File: src/overlay_defs.vh
// Register offsets, field positions, reset values and encodings for the overlay control block.
// Assumes a word-addressed plain register port with byte offsets on 12 address bits.
// How it works
// - Window one asks early once FIFO level falls to its pre-threshold.
// - Window one raises request priority when level falls below threshold.
// - All FIFO depths and thresholds count levels of sixteen bytes.
// - Alpha depth-1 at 22:16 with threshold 30:24; window three low fields.
// - Alpha and window three issue early requests by own pre-thresholds.
// - Window one start offset: horizontal in 16-byte units, vertical in lines.
// - Icon goes to CRT when target bit clear, secondary display when set.
// - Additive mode blends icon plus graphics times one minus alpha.
// - True-colour icon alpha from constant or pixel top byte by select bit.
// - Icon format decodes 555, 565, RGB32, RGB10.
// - Constant alpha split in two nibbles, both reset to all ones.
// - Fading changes frame alpha by step each frame from constant alpha.
// - Fade selector set adds the step each frame.
// - Second display key shows video on match, or mismatch when inverted.
// - Second display key compare width follows the pixel mode.
// - Primary key has own enable and inverse with a 24-bit key.
// - Icon transparent and inverse colours compare 30, 24, 16 or 15 bits.
// - Windows show programmed pixel count plus one and line count.
// - Red equals A times Y plus B1 Cb plus C1 Cr plus D.
// - A is unsigned 1.4 fixed point.
// - B1 and C1 are sign-magnitude with two integer and three fraction bits.
// - D is eight-bit two's complement.
// - Separate enables for BT601 and BT709 coefficient sets.
`ifndef OVERLAY_DEFS_VH
`define OVERLAY_DEFS_VH
`define OFS_V1_FIFO 12'h258
`define OFS_V1_START 12'h25C
`define OFS_ICON_CTRL 12'h260
`define OFS_KEY2 12'h264
`define OFS_V3A_PRE 12'h268
`define OFS_V1_COUNT 12'h26C
`define OFS_ICON_TRANS 12'h270
`define OFS_ICON_INV 12'h274
`define OFS_V3A_FIFO 12'h278
`define OFS_V3_COUNT 12'h27C
`define OFS_KEY1 12'h280
`define OFS_CSC 12'h284
`define RST_ICON_CTRL 32'h000F00F0
`define RST_ZERO 32'h00000000
`define MASK_V1_FIFO 32'hFF00FFFF
`define MASK_START 32'h07FF07FF
`define MASK_ICON_CTRL 32'hFF0FFFF5
`define MASK_V3A_PRE 32'h007F00FF
`define MASK_COUNT 32'h0C000FFF
`define MASK_COLOUR 32'h3FFFFFFF
`define MASK_V3A_FIFO 32'h7F7FFFFF
`define MASK_KEY1 32'h60FFFFFF
`define MASK_CSC 32'hDF3F3FFF
`define LEVEL_BYTES 5'h10
`define FMT_555 2'h0
`define FMT_565 2'h1
`define FMT_RGB32 2'h2
`define FMT_RGB10 2'h3
`define GFX_8BPP 3'h0
`define GFX_555 3'h1
`define GFX_565 3'h2
`define GFX_RGB32 3'h3
`define GFX_RGB10 3'h4
`endif

File: src/video_overlay_compose_ctrl.v
// Overlay compositing control: registers, fetch request levels, keying, icon alpha, red CSC.
// Assumes FIFO levels, pixels and frame strobe arrive on core_clk from fetch and display logic.
`timescale 1ns/1ps
`include "overlay_defs.vh"
module video_overlay_compose_ctrl (
	// Clock and reset
	input wire core_clk,
	input wire rst,
	// Register port
	input wire [11:0] reg_addr,
	input wire [31:0] reg_wdata,
	input wire reg_wr,
	input wire reg_rd,
	output reg [31:0] reg_rdata,
	// FIFO occupancy in levels
	input wire [7:0] v1_fifo_level,
	input wire [7:0] v3_fifo_level,
	input wire [6:0] alpha_fifo_level,
	// Fetch requests
	output wire v1_req_early,
	output wire v1_req_high,
	output wire v3_req_early,
	output wire v3_req_high,
	output wire alpha_req_early,
	output wire alpha_req_high,
	// Window geometry
	output reg [14:0] v1_start_x_bytes,
	output reg [10:0] v1_start_y_lines,
	output reg [12:0] v1_width_pixels,
	output reg [1:0] v1_height_lines,
	output reg [12:0] v3_width_pixels,
	output reg [1:0] v3_height_lines,
	output reg [12:0] v1_fifo_bytes,
	output reg [12:0] v3_fifo_bytes,
	output reg [11:0] alpha_fifo_bytes,
	// Icon overlay
	input wire frame_start,
	input wire [31:0] icon_pixel,
	output reg icon_to_secondary,
	output reg icon_to_crt,
	output reg [7:0] icon_size,
	output reg [7:0] icon_alpha,
	output reg icon_additive,
	output reg icon_transparent,
	output reg icon_inverse,
	output reg [7:0] frame_alpha_value,
	// Colour keying
	input wire [2:0] gfx_mode,
	input wire [31:0] gfx2_pixel,
	input wire [23:0] gfx1_pixel,
	output reg show_video2,
	output reg show_video1,
	// Colour conversion
	input wire [7:0] luma,
	input wire [7:0] cb,
	input wire [7:0] cr,
	output reg [15:0] red_out,
	output reg csc_bt601,
	output reg csc_bt709
);
	reg [31:0] v1_fifo_ff, v1_start_ff, icon_ctrl_ff, key2_ff, v3a_pre_ff, v1_cnt_ff;
	reg [31:0] icon_trans_ff, icon_inv_ff, v3a_fifo_ff, v3_cnt_ff, key1_ff, csc_ff;
	reg [7:0] fade_ff;
	reg [8:0] nxt_fade;
	reg [31:0] rd_mux;
	reg [29:0] cmp_mask;
	reg [29:0] key2_mask;
	reg [23:0] key1_mask;
	reg key2_match, key1_match;
	wire [7:0] const_alpha;
	wire [29:0] key2_full;
	wire signed [9:0] a_term;
	wire signed [9:0] b_term;
	wire signed [9:0] c_term;
	wire signed [17:0] sum_r;

	// Register writes with per-register writable masks
	always @(posedge core_clk) begin
		if (rst) begin
			v1_fifo_ff <= `RST_ZERO;
			v1_start_ff <= `RST_ZERO;
			icon_ctrl_ff <= `RST_ICON_CTRL;
			key2_ff <= `RST_ZERO;
			v3a_pre_ff <= `RST_ZERO;
			v1_cnt_ff <= `RST_ZERO;
			icon_trans_ff <= `RST_ZERO;
			icon_inv_ff <= `RST_ZERO;
			v3a_fifo_ff <= `RST_ZERO;
			v3_cnt_ff <= `RST_ZERO;
			key1_ff <= `RST_ZERO;
			csc_ff <= `RST_ZERO;
		end else if (reg_wr) begin
			case (reg_addr)
				`OFS_V1_FIFO: v1_fifo_ff <= reg_wdata & `MASK_V1_FIFO;
				`OFS_V1_START: v1_start_ff <= reg_wdata & `MASK_START;
				`OFS_ICON_CTRL: icon_ctrl_ff <= reg_wdata & `MASK_ICON_CTRL;
				`OFS_KEY2: key2_ff <= reg_wdata;
				`OFS_V3A_PRE: v3a_pre_ff <= reg_wdata & `MASK_V3A_PRE;
				`OFS_V1_COUNT: v1_cnt_ff <= reg_wdata & `MASK_COUNT;
				`OFS_ICON_TRANS: icon_trans_ff <= reg_wdata & `MASK_COLOUR;
				`OFS_ICON_INV: icon_inv_ff <= reg_wdata & `MASK_COLOUR;
				`OFS_V3A_FIFO: v3a_fifo_ff <= reg_wdata & `MASK_V3A_FIFO;
				`OFS_V3_COUNT: v3_cnt_ff <= reg_wdata & `MASK_COUNT;
				`OFS_KEY1: key1_ff <= reg_wdata & `MASK_KEY1;
				`OFS_CSC: csc_ff <= reg_wdata & `MASK_CSC;
				default: ;
			endcase
		end
	end

	// Read mux; unmapped reads return zero
	always @* begin
		case (reg_addr)
			`OFS_V1_FIFO: rd_mux = v1_fifo_ff;
			`OFS_V1_START: rd_mux = v1_start_ff;
			`OFS_ICON_CTRL: rd_mux = icon_ctrl_ff;
			`OFS_KEY2: rd_mux = key2_ff;
			`OFS_V3A_PRE: rd_mux = v3a_pre_ff;
			`OFS_V1_COUNT: rd_mux = v1_cnt_ff;
			`OFS_ICON_TRANS: rd_mux = icon_trans_ff;
			`OFS_ICON_INV: rd_mux = icon_inv_ff;
			`OFS_V3A_FIFO: rd_mux = v3a_fifo_ff;
			`OFS_V3_COUNT: rd_mux = v3_cnt_ff;
			`OFS_KEY1: rd_mux = key1_ff;
			`OFS_CSC: rd_mux = csc_ff;
			default: rd_mux = 32'h00000000;
		endcase
	end

	always @(posedge core_clk) begin
		if (rst) begin
			reg_rdata <= 32'h00000000;
		end else if (reg_rd) begin
			reg_rdata <= rd_mux;
		end else begin
			reg_rdata <= 32'h00000000;
		end
	end

	// Request levels: early at pre-threshold, high priority below threshold
	assign v1_req_early = v1_fifo_level <= v1_fifo_ff[31:24];
	assign v1_req_high = v1_fifo_level < v1_fifo_ff[15:8];
	assign v3_req_early = v3_fifo_level <= v3a_pre_ff[7:0];
	assign v3_req_high = v3_fifo_level < v3a_fifo_ff[15:8];
	assign alpha_req_early = alpha_fifo_level <= v3a_pre_ff[22:16];
	assign alpha_req_high = alpha_fifo_level < v3a_fifo_ff[30:24];

	// Fade alpha: whole byte steps by the four-bit step per frame, saturating
	assign const_alpha = {icon_ctrl_ff[7:4], icon_ctrl_ff[19:16]};
	always @* begin
		if (icon_ctrl_ff[9]) begin
			nxt_fade = {1'b0, fade_ff} + {5'h00, icon_ctrl_ff[15:12]};
			if (nxt_fade[8]) begin
				nxt_fade = 9'h0FF;
			end
		end else begin
			if (fade_ff < {4'h0, icon_ctrl_ff[15:12]}) begin
				nxt_fade = 9'h000;
			end else begin
				nxt_fade = {1'b0, fade_ff} - {5'h00, icon_ctrl_ff[15:12]};
			end
		end
	end

	always @(posedge core_clk) begin
		if (rst) begin
			fade_ff <= 8'hFF;
		end else if (!icon_ctrl_ff[8]) begin
			fade_ff <= const_alpha;
		end else if (frame_start) begin
			fade_ff <= nxt_fade[7:0];
		end
	end

	// Icon colour compare width
	always @* begin
		case (icon_ctrl_ff[25:24])
			`FMT_555: cmp_mask = 30'h00007FFF;
			`FMT_565: cmp_mask = 30'h0000FFFF;
			`FMT_RGB32: cmp_mask = 30'h00FFFFFF;
			default: cmp_mask = 30'h3FFFFFFF;
		endcase
	end

	// Key compare widths per graphics mode
	assign key2_full = {key2_ff[31], key2_ff[28:0]};
	always @* begin
		case (gfx_mode)
			`GFX_8BPP: key2_mask = 30'h000000FF;
			`GFX_555: key2_mask = 30'h00007FFF;
			`GFX_565: key2_mask = 30'h0000FFFF;
			`GFX_RGB32: key2_mask = 30'h00FFFFFF;
			`GFX_RGB10: key2_mask = 30'h3FFFFFFF;
			default: key2_mask = 30'h00FFFFFF;
		endcase
		key1_mask = key2_mask[23:0];
		key2_match = ((gfx2_pixel[29:0] ^ key2_full) & key2_mask) == 30'h00000000;
		key1_match = ((gfx1_pixel ^ key1_ff[23:0]) & key1_mask) == 24'h000000;
	end

	// Red terms share three fraction bits; A drops its lowest fraction bit
	assign a_term = $signed({6'b000000, csc_ff[28:25]});
	assign b_term = csc_ff[21] ? -$signed({5'b00000, csc_ff[20:16]}) :
		$signed({5'b00000, csc_ff[20:16]});
	assign c_term = csc_ff[13] ? -$signed({5'b00000, csc_ff[12:8]}) :
		$signed({5'b00000, csc_ff[12:8]});
	assign sum_r = a_term * $signed({2'b00, luma}) + b_term * $signed({2'b00, cb}) +
		c_term * $signed({2'b00, cr}) + ($signed({{2{csc_ff[7]}}, csc_ff[7:0], 8'h00}) >>> 5);

	// Registered outputs
	always @(posedge core_clk) begin
		if (rst) begin
			v1_start_x_bytes <= 15'h0000;
			v1_start_y_lines <= 11'h000;
			v1_width_pixels <= 13'h0001;
			v1_height_lines <= 2'h0;
			v3_width_pixels <= 13'h0001;
			v3_height_lines <= 2'h0;
			v1_fifo_bytes <= 13'h0010;
			v3_fifo_bytes <= 13'h0010;
			alpha_fifo_bytes <= 12'h010;
			icon_to_secondary <= 1'b0;
			icon_to_crt <= 1'b0;
			icon_size <= 8'h20;
			icon_alpha <= 8'hFF;
			icon_additive <= 1'b0;
			icon_transparent <= 1'b0;
			icon_inverse <= 1'b0;
			frame_alpha_value <= 8'hFF;
			show_video2 <= 1'b0;
			show_video1 <= 1'b0;
			red_out <= 16'h0000;
			csc_bt601 <= 1'b0;
			csc_bt709 <= 1'b0;
		end else begin
			v1_start_x_bytes <= {v1_start_ff[26:16], 4'h0};
			v1_start_y_lines <= v1_start_ff[10:0];
			v1_width_pixels <= {1'b0, v1_cnt_ff[11:0]} + 13'h0001;
			v1_height_lines <= v1_cnt_ff[27:26];
			v3_width_pixels <= {1'b0, v3_cnt_ff[11:0]} + 13'h0001;
			v3_height_lines <= v3_cnt_ff[27:26];
			v1_fifo_bytes <= {1'b0, v1_fifo_ff[7:0], 4'h0} + {8'h00, `LEVEL_BYTES};
			v3_fifo_bytes <= {1'b0, v3a_fifo_ff[7:0], 4'h0} + {8'h00, `LEVEL_BYTES};
			alpha_fifo_bytes <= {1'b0, v3a_fifo_ff[22:16], 4'h0} + {7'h00, `LEVEL_BYTES};
			icon_to_secondary <= icon_ctrl_ff[0] & icon_ctrl_ff[31];
			icon_to_crt <= icon_ctrl_ff[0] & ~icon_ctrl_ff[31];
			case (icon_ctrl_ff[27:26])
				2'h0: icon_size <= 8'h20;
				2'h1: icon_size <= 8'h40;
				default: icon_size <= 8'h80;
			endcase
			if (icon_ctrl_ff[28] && icon_ctrl_ff[25]) begin
				icon_alpha <= icon_pixel[31:24];
			end else begin
				icon_alpha <= {fade_ff[7:4], 4'h0};
			end
			icon_additive <= icon_ctrl_ff[29];
			icon_transparent <= ((icon_pixel[29:0] ^ icon_trans_ff[29:0]) & cmp_mask) == 30'h0;
			icon_inverse <= ((icon_pixel[29:0] ^ icon_inv_ff[29:0]) & cmp_mask) == 30'h0;
			frame_alpha_value <= fade_ff;
			show_video2 <= key2_ff[30] & (key2_match ^ key2_ff[29]);
			show_video1 <= key1_ff[30] & (key1_match ^ key1_ff[29]);
			red_out <= sum_r[16:1];
			csc_bt601 <= csc_ff[31];
			csc_bt709 <= csc_ff[30];
		end
	end
endmodule

File: config.mk
export PLATFORM = sky130hd
export DESIGN_NAME = video_overlay_compose_ctrl
export DESIGN_NICKNAME = d
export VERILOG_FILES = /design/src/video_overlay_compose_ctrl.v
export VERILOG_INCLUDE_DIRS = /design/src /design/src/src
export SDC_FILE = /design/constraint.sdc
export NUM_CORES = 1
export LEC_CHECK = 0
export BUFFER_PORTS_ARGS = -buffer_cell sky130_fd_sc_hd__buf_2
export CORE_AREA = 2 2 162 323
export CTS_BUF_LIST = sky130_fd_sc_hd__clkbuf_8
export DETAILED_ROUTE_END_ITERATION = 6
export DIE_AREA = 0 0 164 325
export PLACE_DENSITY = 0.84
export SYNTH_ARGS = -nofsm -noshare
export SYNTH_HDL_FRONTEND = slang
export SYNTH_SLANG_ARGS = --single-unit
File: constraint.sdc
create_clock -name core_clk -period 15.2 [get_ports core_clk]
set_input_delay 3.04 -clock core_clk [delete_from_list [all_inputs] [get_ports core_clk]]
set_output_delay 3.04 -clock core_clk [all_outputs]
set_load 0.005 [all_outputs]
; ---- Word level (Yosys, flattened, before mapping)
; Index checks and enable logic that the tools add are counted.
; Widths: inputs -> output; s select.
[totals]
inputBits = 187
reg_bits = 473
output_inout_bits = 181
[classes]
n_eq_ne = 19
mux = 12
multipliers = 3
n_addsub = 12
bitwise_logic = 16
n_reduce_logical = 21
order_cmp = 7
[op_table]
columns = op, n
row1 = $pmux 32 s12, 1
row2 = $eq 12x10->1 const B, 12
row3 = $pmux 30 s4, 1
row4 = $and 30x30->30, 3
row5 = $logic_not 30->1, 3
row6 = $pmux 30 s3, 1
row7 = $xor 30x30->30, 3
row8 = $mux 8, 6
row9 = $mul 10x9->17, 2
row10 = $add 12x1->13 const B, 2
row11 = $add 12x5->13 const B, 2
row12 = $and 24x24->24, 1
row13 = $logic_not 24->1, 1
row14 = $reduce_and 2->1, 12
row15 = $xor 24x24->24, 1
row16 = $mux 10, 2
row17 = $neg 5->10, 2
row18 = $add 13x17->17, 1
row19 = $add 17x11->17, 1
row20 = $add 17x17->17, 1
row21 = $le 8x8->1, 2
row22 = $lt 8x8->1, 2
row23 = $pmux 8 s2, 1
row24 = $add 11x5->12 const B, 1
row25 = 19 further kinds, 26

; ---- Longest topological paths before layout
[logic_depth]
depth_word = 6
mapped_depth = 29

; ---- Worst setup path before layout
; No wires, ideal clock.
[synth_path]
kind = input-to-reg
from = input cb[0]
to = register red_out[15]
setup_slack_ns = 6.817
setup_ns = 0.128
path_stages = 19
path_buffers = 1
t_arrival_ns = 8.256
required_ns = 15.072
cell_sequence = clkbuf_1 -> nand2_1 -> inv_1 -> fa_1 -> inv_1 -> fa_1 -> fa_1 -> fa_1 -> fa_1 -> fa_1 -> fa_1 -> inv_1 -> ha_1 -> a21o_1 -> a21oi_1 -> nand3b_1 -> a31oi_1 -> xnor2_1 -> nor2_1
[synth_between]
elab_chain_len = 4
[synth_rtl]
columns = item, line_no
row1 = "start, declared", video_overlay_compose_ctrl.v:55  ; input wire [7:0] cb,
row2 = $mul 10x9->17, video_overlay_compose_ctrl.v:207  ; assign sum_r = a_term * $signed({2'b00, luma}) + b_term * $signed({2'b00, cb}) +
row3 = $add 13x17->17, video_overlay_compose_ctrl.v:207
row4 = $add 17x17->17, video_overlay_compose_ctrl.v:207
row5 = $add 17x11->17, video_overlay_compose_ctrl.v:208  ; c_term * $signed({2'b00, cr}) + ($signed({{2{csc_ff[7]}}, csc_ff[7:0], 8'h00}) >>> 5);
row6 = "end signal, assigned", video_overlay_compose_ctrl.v:263  ; red_out <= sum_r[16:1];
row7 = "end, declared", video_overlay_compose_ctrl.v:57  ; output reg [15:0] red_out,
; No other way between the ends.
; A chain may end at the register's enable or synchronous reset.

; ---- Worst setup path in the final report
[layout_path]
from = input cr[0]
to = register red_out[15]
[layout_between]
elab_chain_len = 3
[layout_rtl]
columns = item, line_no
row1 = "start, declared", video_overlay_compose_ctrl.v:56  ; input wire [7:0] cr,
row2 = $mul 10x9->17, video_overlay_compose_ctrl.v:208
row3 = $add 17x17->17, video_overlay_compose_ctrl.v:207
row4 = $add 17x11->17, video_overlay_compose_ctrl.v:208
; No other way between the ends.

==> results by group <==
Run status
  • Status: finished, violations left
  • Violated checks: design-rule violations, max-capacitance violations, max-slew violations

Place
  • Setup slack at placement: 6130 ps
  • Global placement routability congestion: 1.04
  • Number of port buffers: 344
  • Post-DP Area: 29600 sq um
  • DPL Wire Length: 79.3 mm

CTS
  • Cts hold-fix bufs: 0
  • Post-cts resize count: 0
  • Worst-path clk slew: 70 ps
  • Postcts setup bufs: 0
  • CTS tree: built
  • TritonCTS buffer count: 67
  • Clock Path Buffers: 3
  • Root Driver: clkbuf_8
  • Worst skew pair latency: 700 ps
  • CTS sink count: 452
  • H-tree depth: 3

Finish
  • Share of cells above drive strength 1: 14.6%
  • Final instance area: 31100 sq um
  • NumNets Final: 4059
  • P&R area growth vs syn: 12.1%

Critical path
  • Crit. End Element: flop
  • Critical setup path kind: primary input to flop
  • WP data arrival: 8930 ps
  • CP startpoint kind: primary input
  • Critical path peak fanout: 8
  • Required @ worst endpoint: 15710 ps

Logic synthesis
  • Yosys warnings: 0
  • #FFs+latches synth: 452
  • Asr flop ratio synth: 0%
  • Mapped Cells: 3299
  • Most frequent cell after synthesis: nand2_1
  • Largest area contributor in the netlist: dfxtp_1
  • Dominant synthesized flop cell: dfxtp_1
  • Count of cell types in the netlist: 76
  • Synth Cell Area: 27800 sq um
  • Post-synth EDFFs: 0
  • Sequential share of the synthesized area: 32.6%
  • Top cell type's share of synthesized area: 32.6%
  • Most common library cells after synthesis: nand2_1, dfxtp_1, a21oi_1
  • Synth top area cells: dfxtp_1, fa_1, nand2_1
  • Mean Syn Cell Area: 8.42 sq um

Global route
  • GRT overflow: 0
  • Vias in the first global route: 25100
  • First-pass GRT wire length: 152 mm
  • Largest net degree at the start of global routing: 229
  • Initial antenna violation count: 10
  • Total Routing Usage GR: 38.9%

Timing
  • Max transition margin: -0.312%
  • Final hold violations: 0
  • Sum Neg Setup Slack: 0 ps
  • Fin crit share: 55.4%
  • RSZ-0062 raised after global routing: false
  • Final min period: 8420 ps
  • Final Slew Violations: 1
  • Maximum clock frequency: 119 MHz
  • Final Setup Violations: 0
  • Worst hold slack: 455 ps
  • Slew @ Worst Pin: 1490 ps
  • Final Worst Setup Slack: 6780 ps
  • Setup Skew: 49.4 ps

Min path
  • Hold Crit Class: flop to flop

Floorplanning
  • Initial Util: 54.7%
  • DIE WIDTH: 164 um
  • Row count: 117
  • Die Height: 325 um
  • IO Count: 368
  • Die area: 53300 sq um
  • Core area: 50800 sq um

Route
  • Iter 0 DRT Violations: 2972
  • Vias: 25500
  • DRT Wirelength: 105 mm
  • Initial DRT Pass Iterations: 7
  • Routed Antenna Nets: 0
  • Wire per inst: 24.6 um
  • Drc violations: 3
  • Vias/cell: 6.00

Power and ir drop
  • Leakage: 0.0134 uW
  • PD cells: 78.3 nW/um^2
  • Max rail drop VDD: 66.0 uV

Run
  • Total of max-cap violations: 1
-- cells by family (layout without fill, tap and decap cells) --
kind of cell / count (synthesis) / count (layout) / synth area share [%]
AND/OR/NAND/NOR: 1175 / 1175 / 19.4
AO/OA/AOI/OAI: 592 / 592 / 12.6
buffers and inverters: 507 / 781 / 7.55
flip-flops: 452 / 452 / 32.6
adder cells (fa/ha/maj): 328 / 328 / 19.7
XOR/XNOR: 183 / 183 / 5.82
multiplexers: 61 / 61 / 2.25
other: 1 / 31 / 0.0135
-- state kept, by name, summed over array words and instances, names as in the netlist, 14 cells and up --
register,cells
csc_ff,27
icon_ctrl_ff,26
icon_inv_ff,30
icon_trans_ff,30
key1_ff,26
key2_ff,32
red_out,16
reg_rdata,32
v1_cnt_ff,14
v1_fifo_ff,24
v1_start_ff,22
v3_cnt_ff,14
v3a_fifo_ff,30
v3a_pre_ff,15
-- routing by layer --
layer,track usage (%),vias up,part of all wire [%]
met4,36.6,2,12
met1,39.5,12100,31
met3,10.0,548,10
met2,63.7,1629,47
li1,-,11300,-
met5,0,-,0.013
-- path summary, 6_finish.rpt --
| check | from | slack [ps] | endpoint | depth (start not counted) |
|---|---|---|---|---|
| worst min register to register | csc_ff[24] | 460 | csc_ff[24] | 2 |
| worst max-delay path | cr[0] | 6780 | red_out[15] | 21 |
| worst max register to register | csc_ff[16] | 7420 | red_out[15] | 20 |
| worst min-delay path | csc_ff[24] | 460 | csc_ff[24] | 2 |
-- worst max-delay path, cell delays in order --
cell,delay [ps]
buf_2,190
nand2_1,160
inv_1,200
fa_1,570
fa_1,550
inv_1,50
fa_1,480
inv_1,50
fa_1,510
inv_1,60
fa_1,570
fa_1,450
fa_1,490
inv_1,40
ha_1,330
a21o_1,210
a21oi_1,410
nand3b_1,160
a31oi_1,220
xnor2_1,130
nor2_1,50
-- final cells by class --
class	count	area (sq um)
well taps	654	818
clock buffers	84	1160
inverters	294	1100
repair buffers	369	1930
multi-input cells	2360	16700
clock inverters	34	330
diodes	10	25.0
fillers	4482	19700
flip-flops and latches	452	9050
-- report_power, final --
part           total, uW  internal, uW  switching (uW)
logic                140          42.1            97.9
clock network       1110           606             507
registers           1180          1180           0.271
total               2440          1830             605
-- stage by stage --
step	std cells	power, uW	utilization (%)
2_1_floorplan	3319	1280	-
3_3_place_gp	4129	1340	58.3
3_5_place_dp	4129	1350	58.3
4_1_cts	4247	2440	61.2
5_1_grt	4250	2500	61.2
6_report	4257	2440	61.3
-- cells in the final DEF (no fill, tap or decap), drive strengths merged, types with 17 or more instances in the layout --
cell,n
nor2,102
a21oi,333
nor2b,62
nor3,38
o21ai,65
conb,21
nand3,54
a31oi,33
ha,145
fa,183
inv,305
and2,99
xnor2,89
a22oi,40
xor2,93
nor4,17
and3,22
dfxtp,452
mux2i,49
nand2,692
clkbuf,84
nand2b,20
buf,369
(Power assumes the default switching activity.)
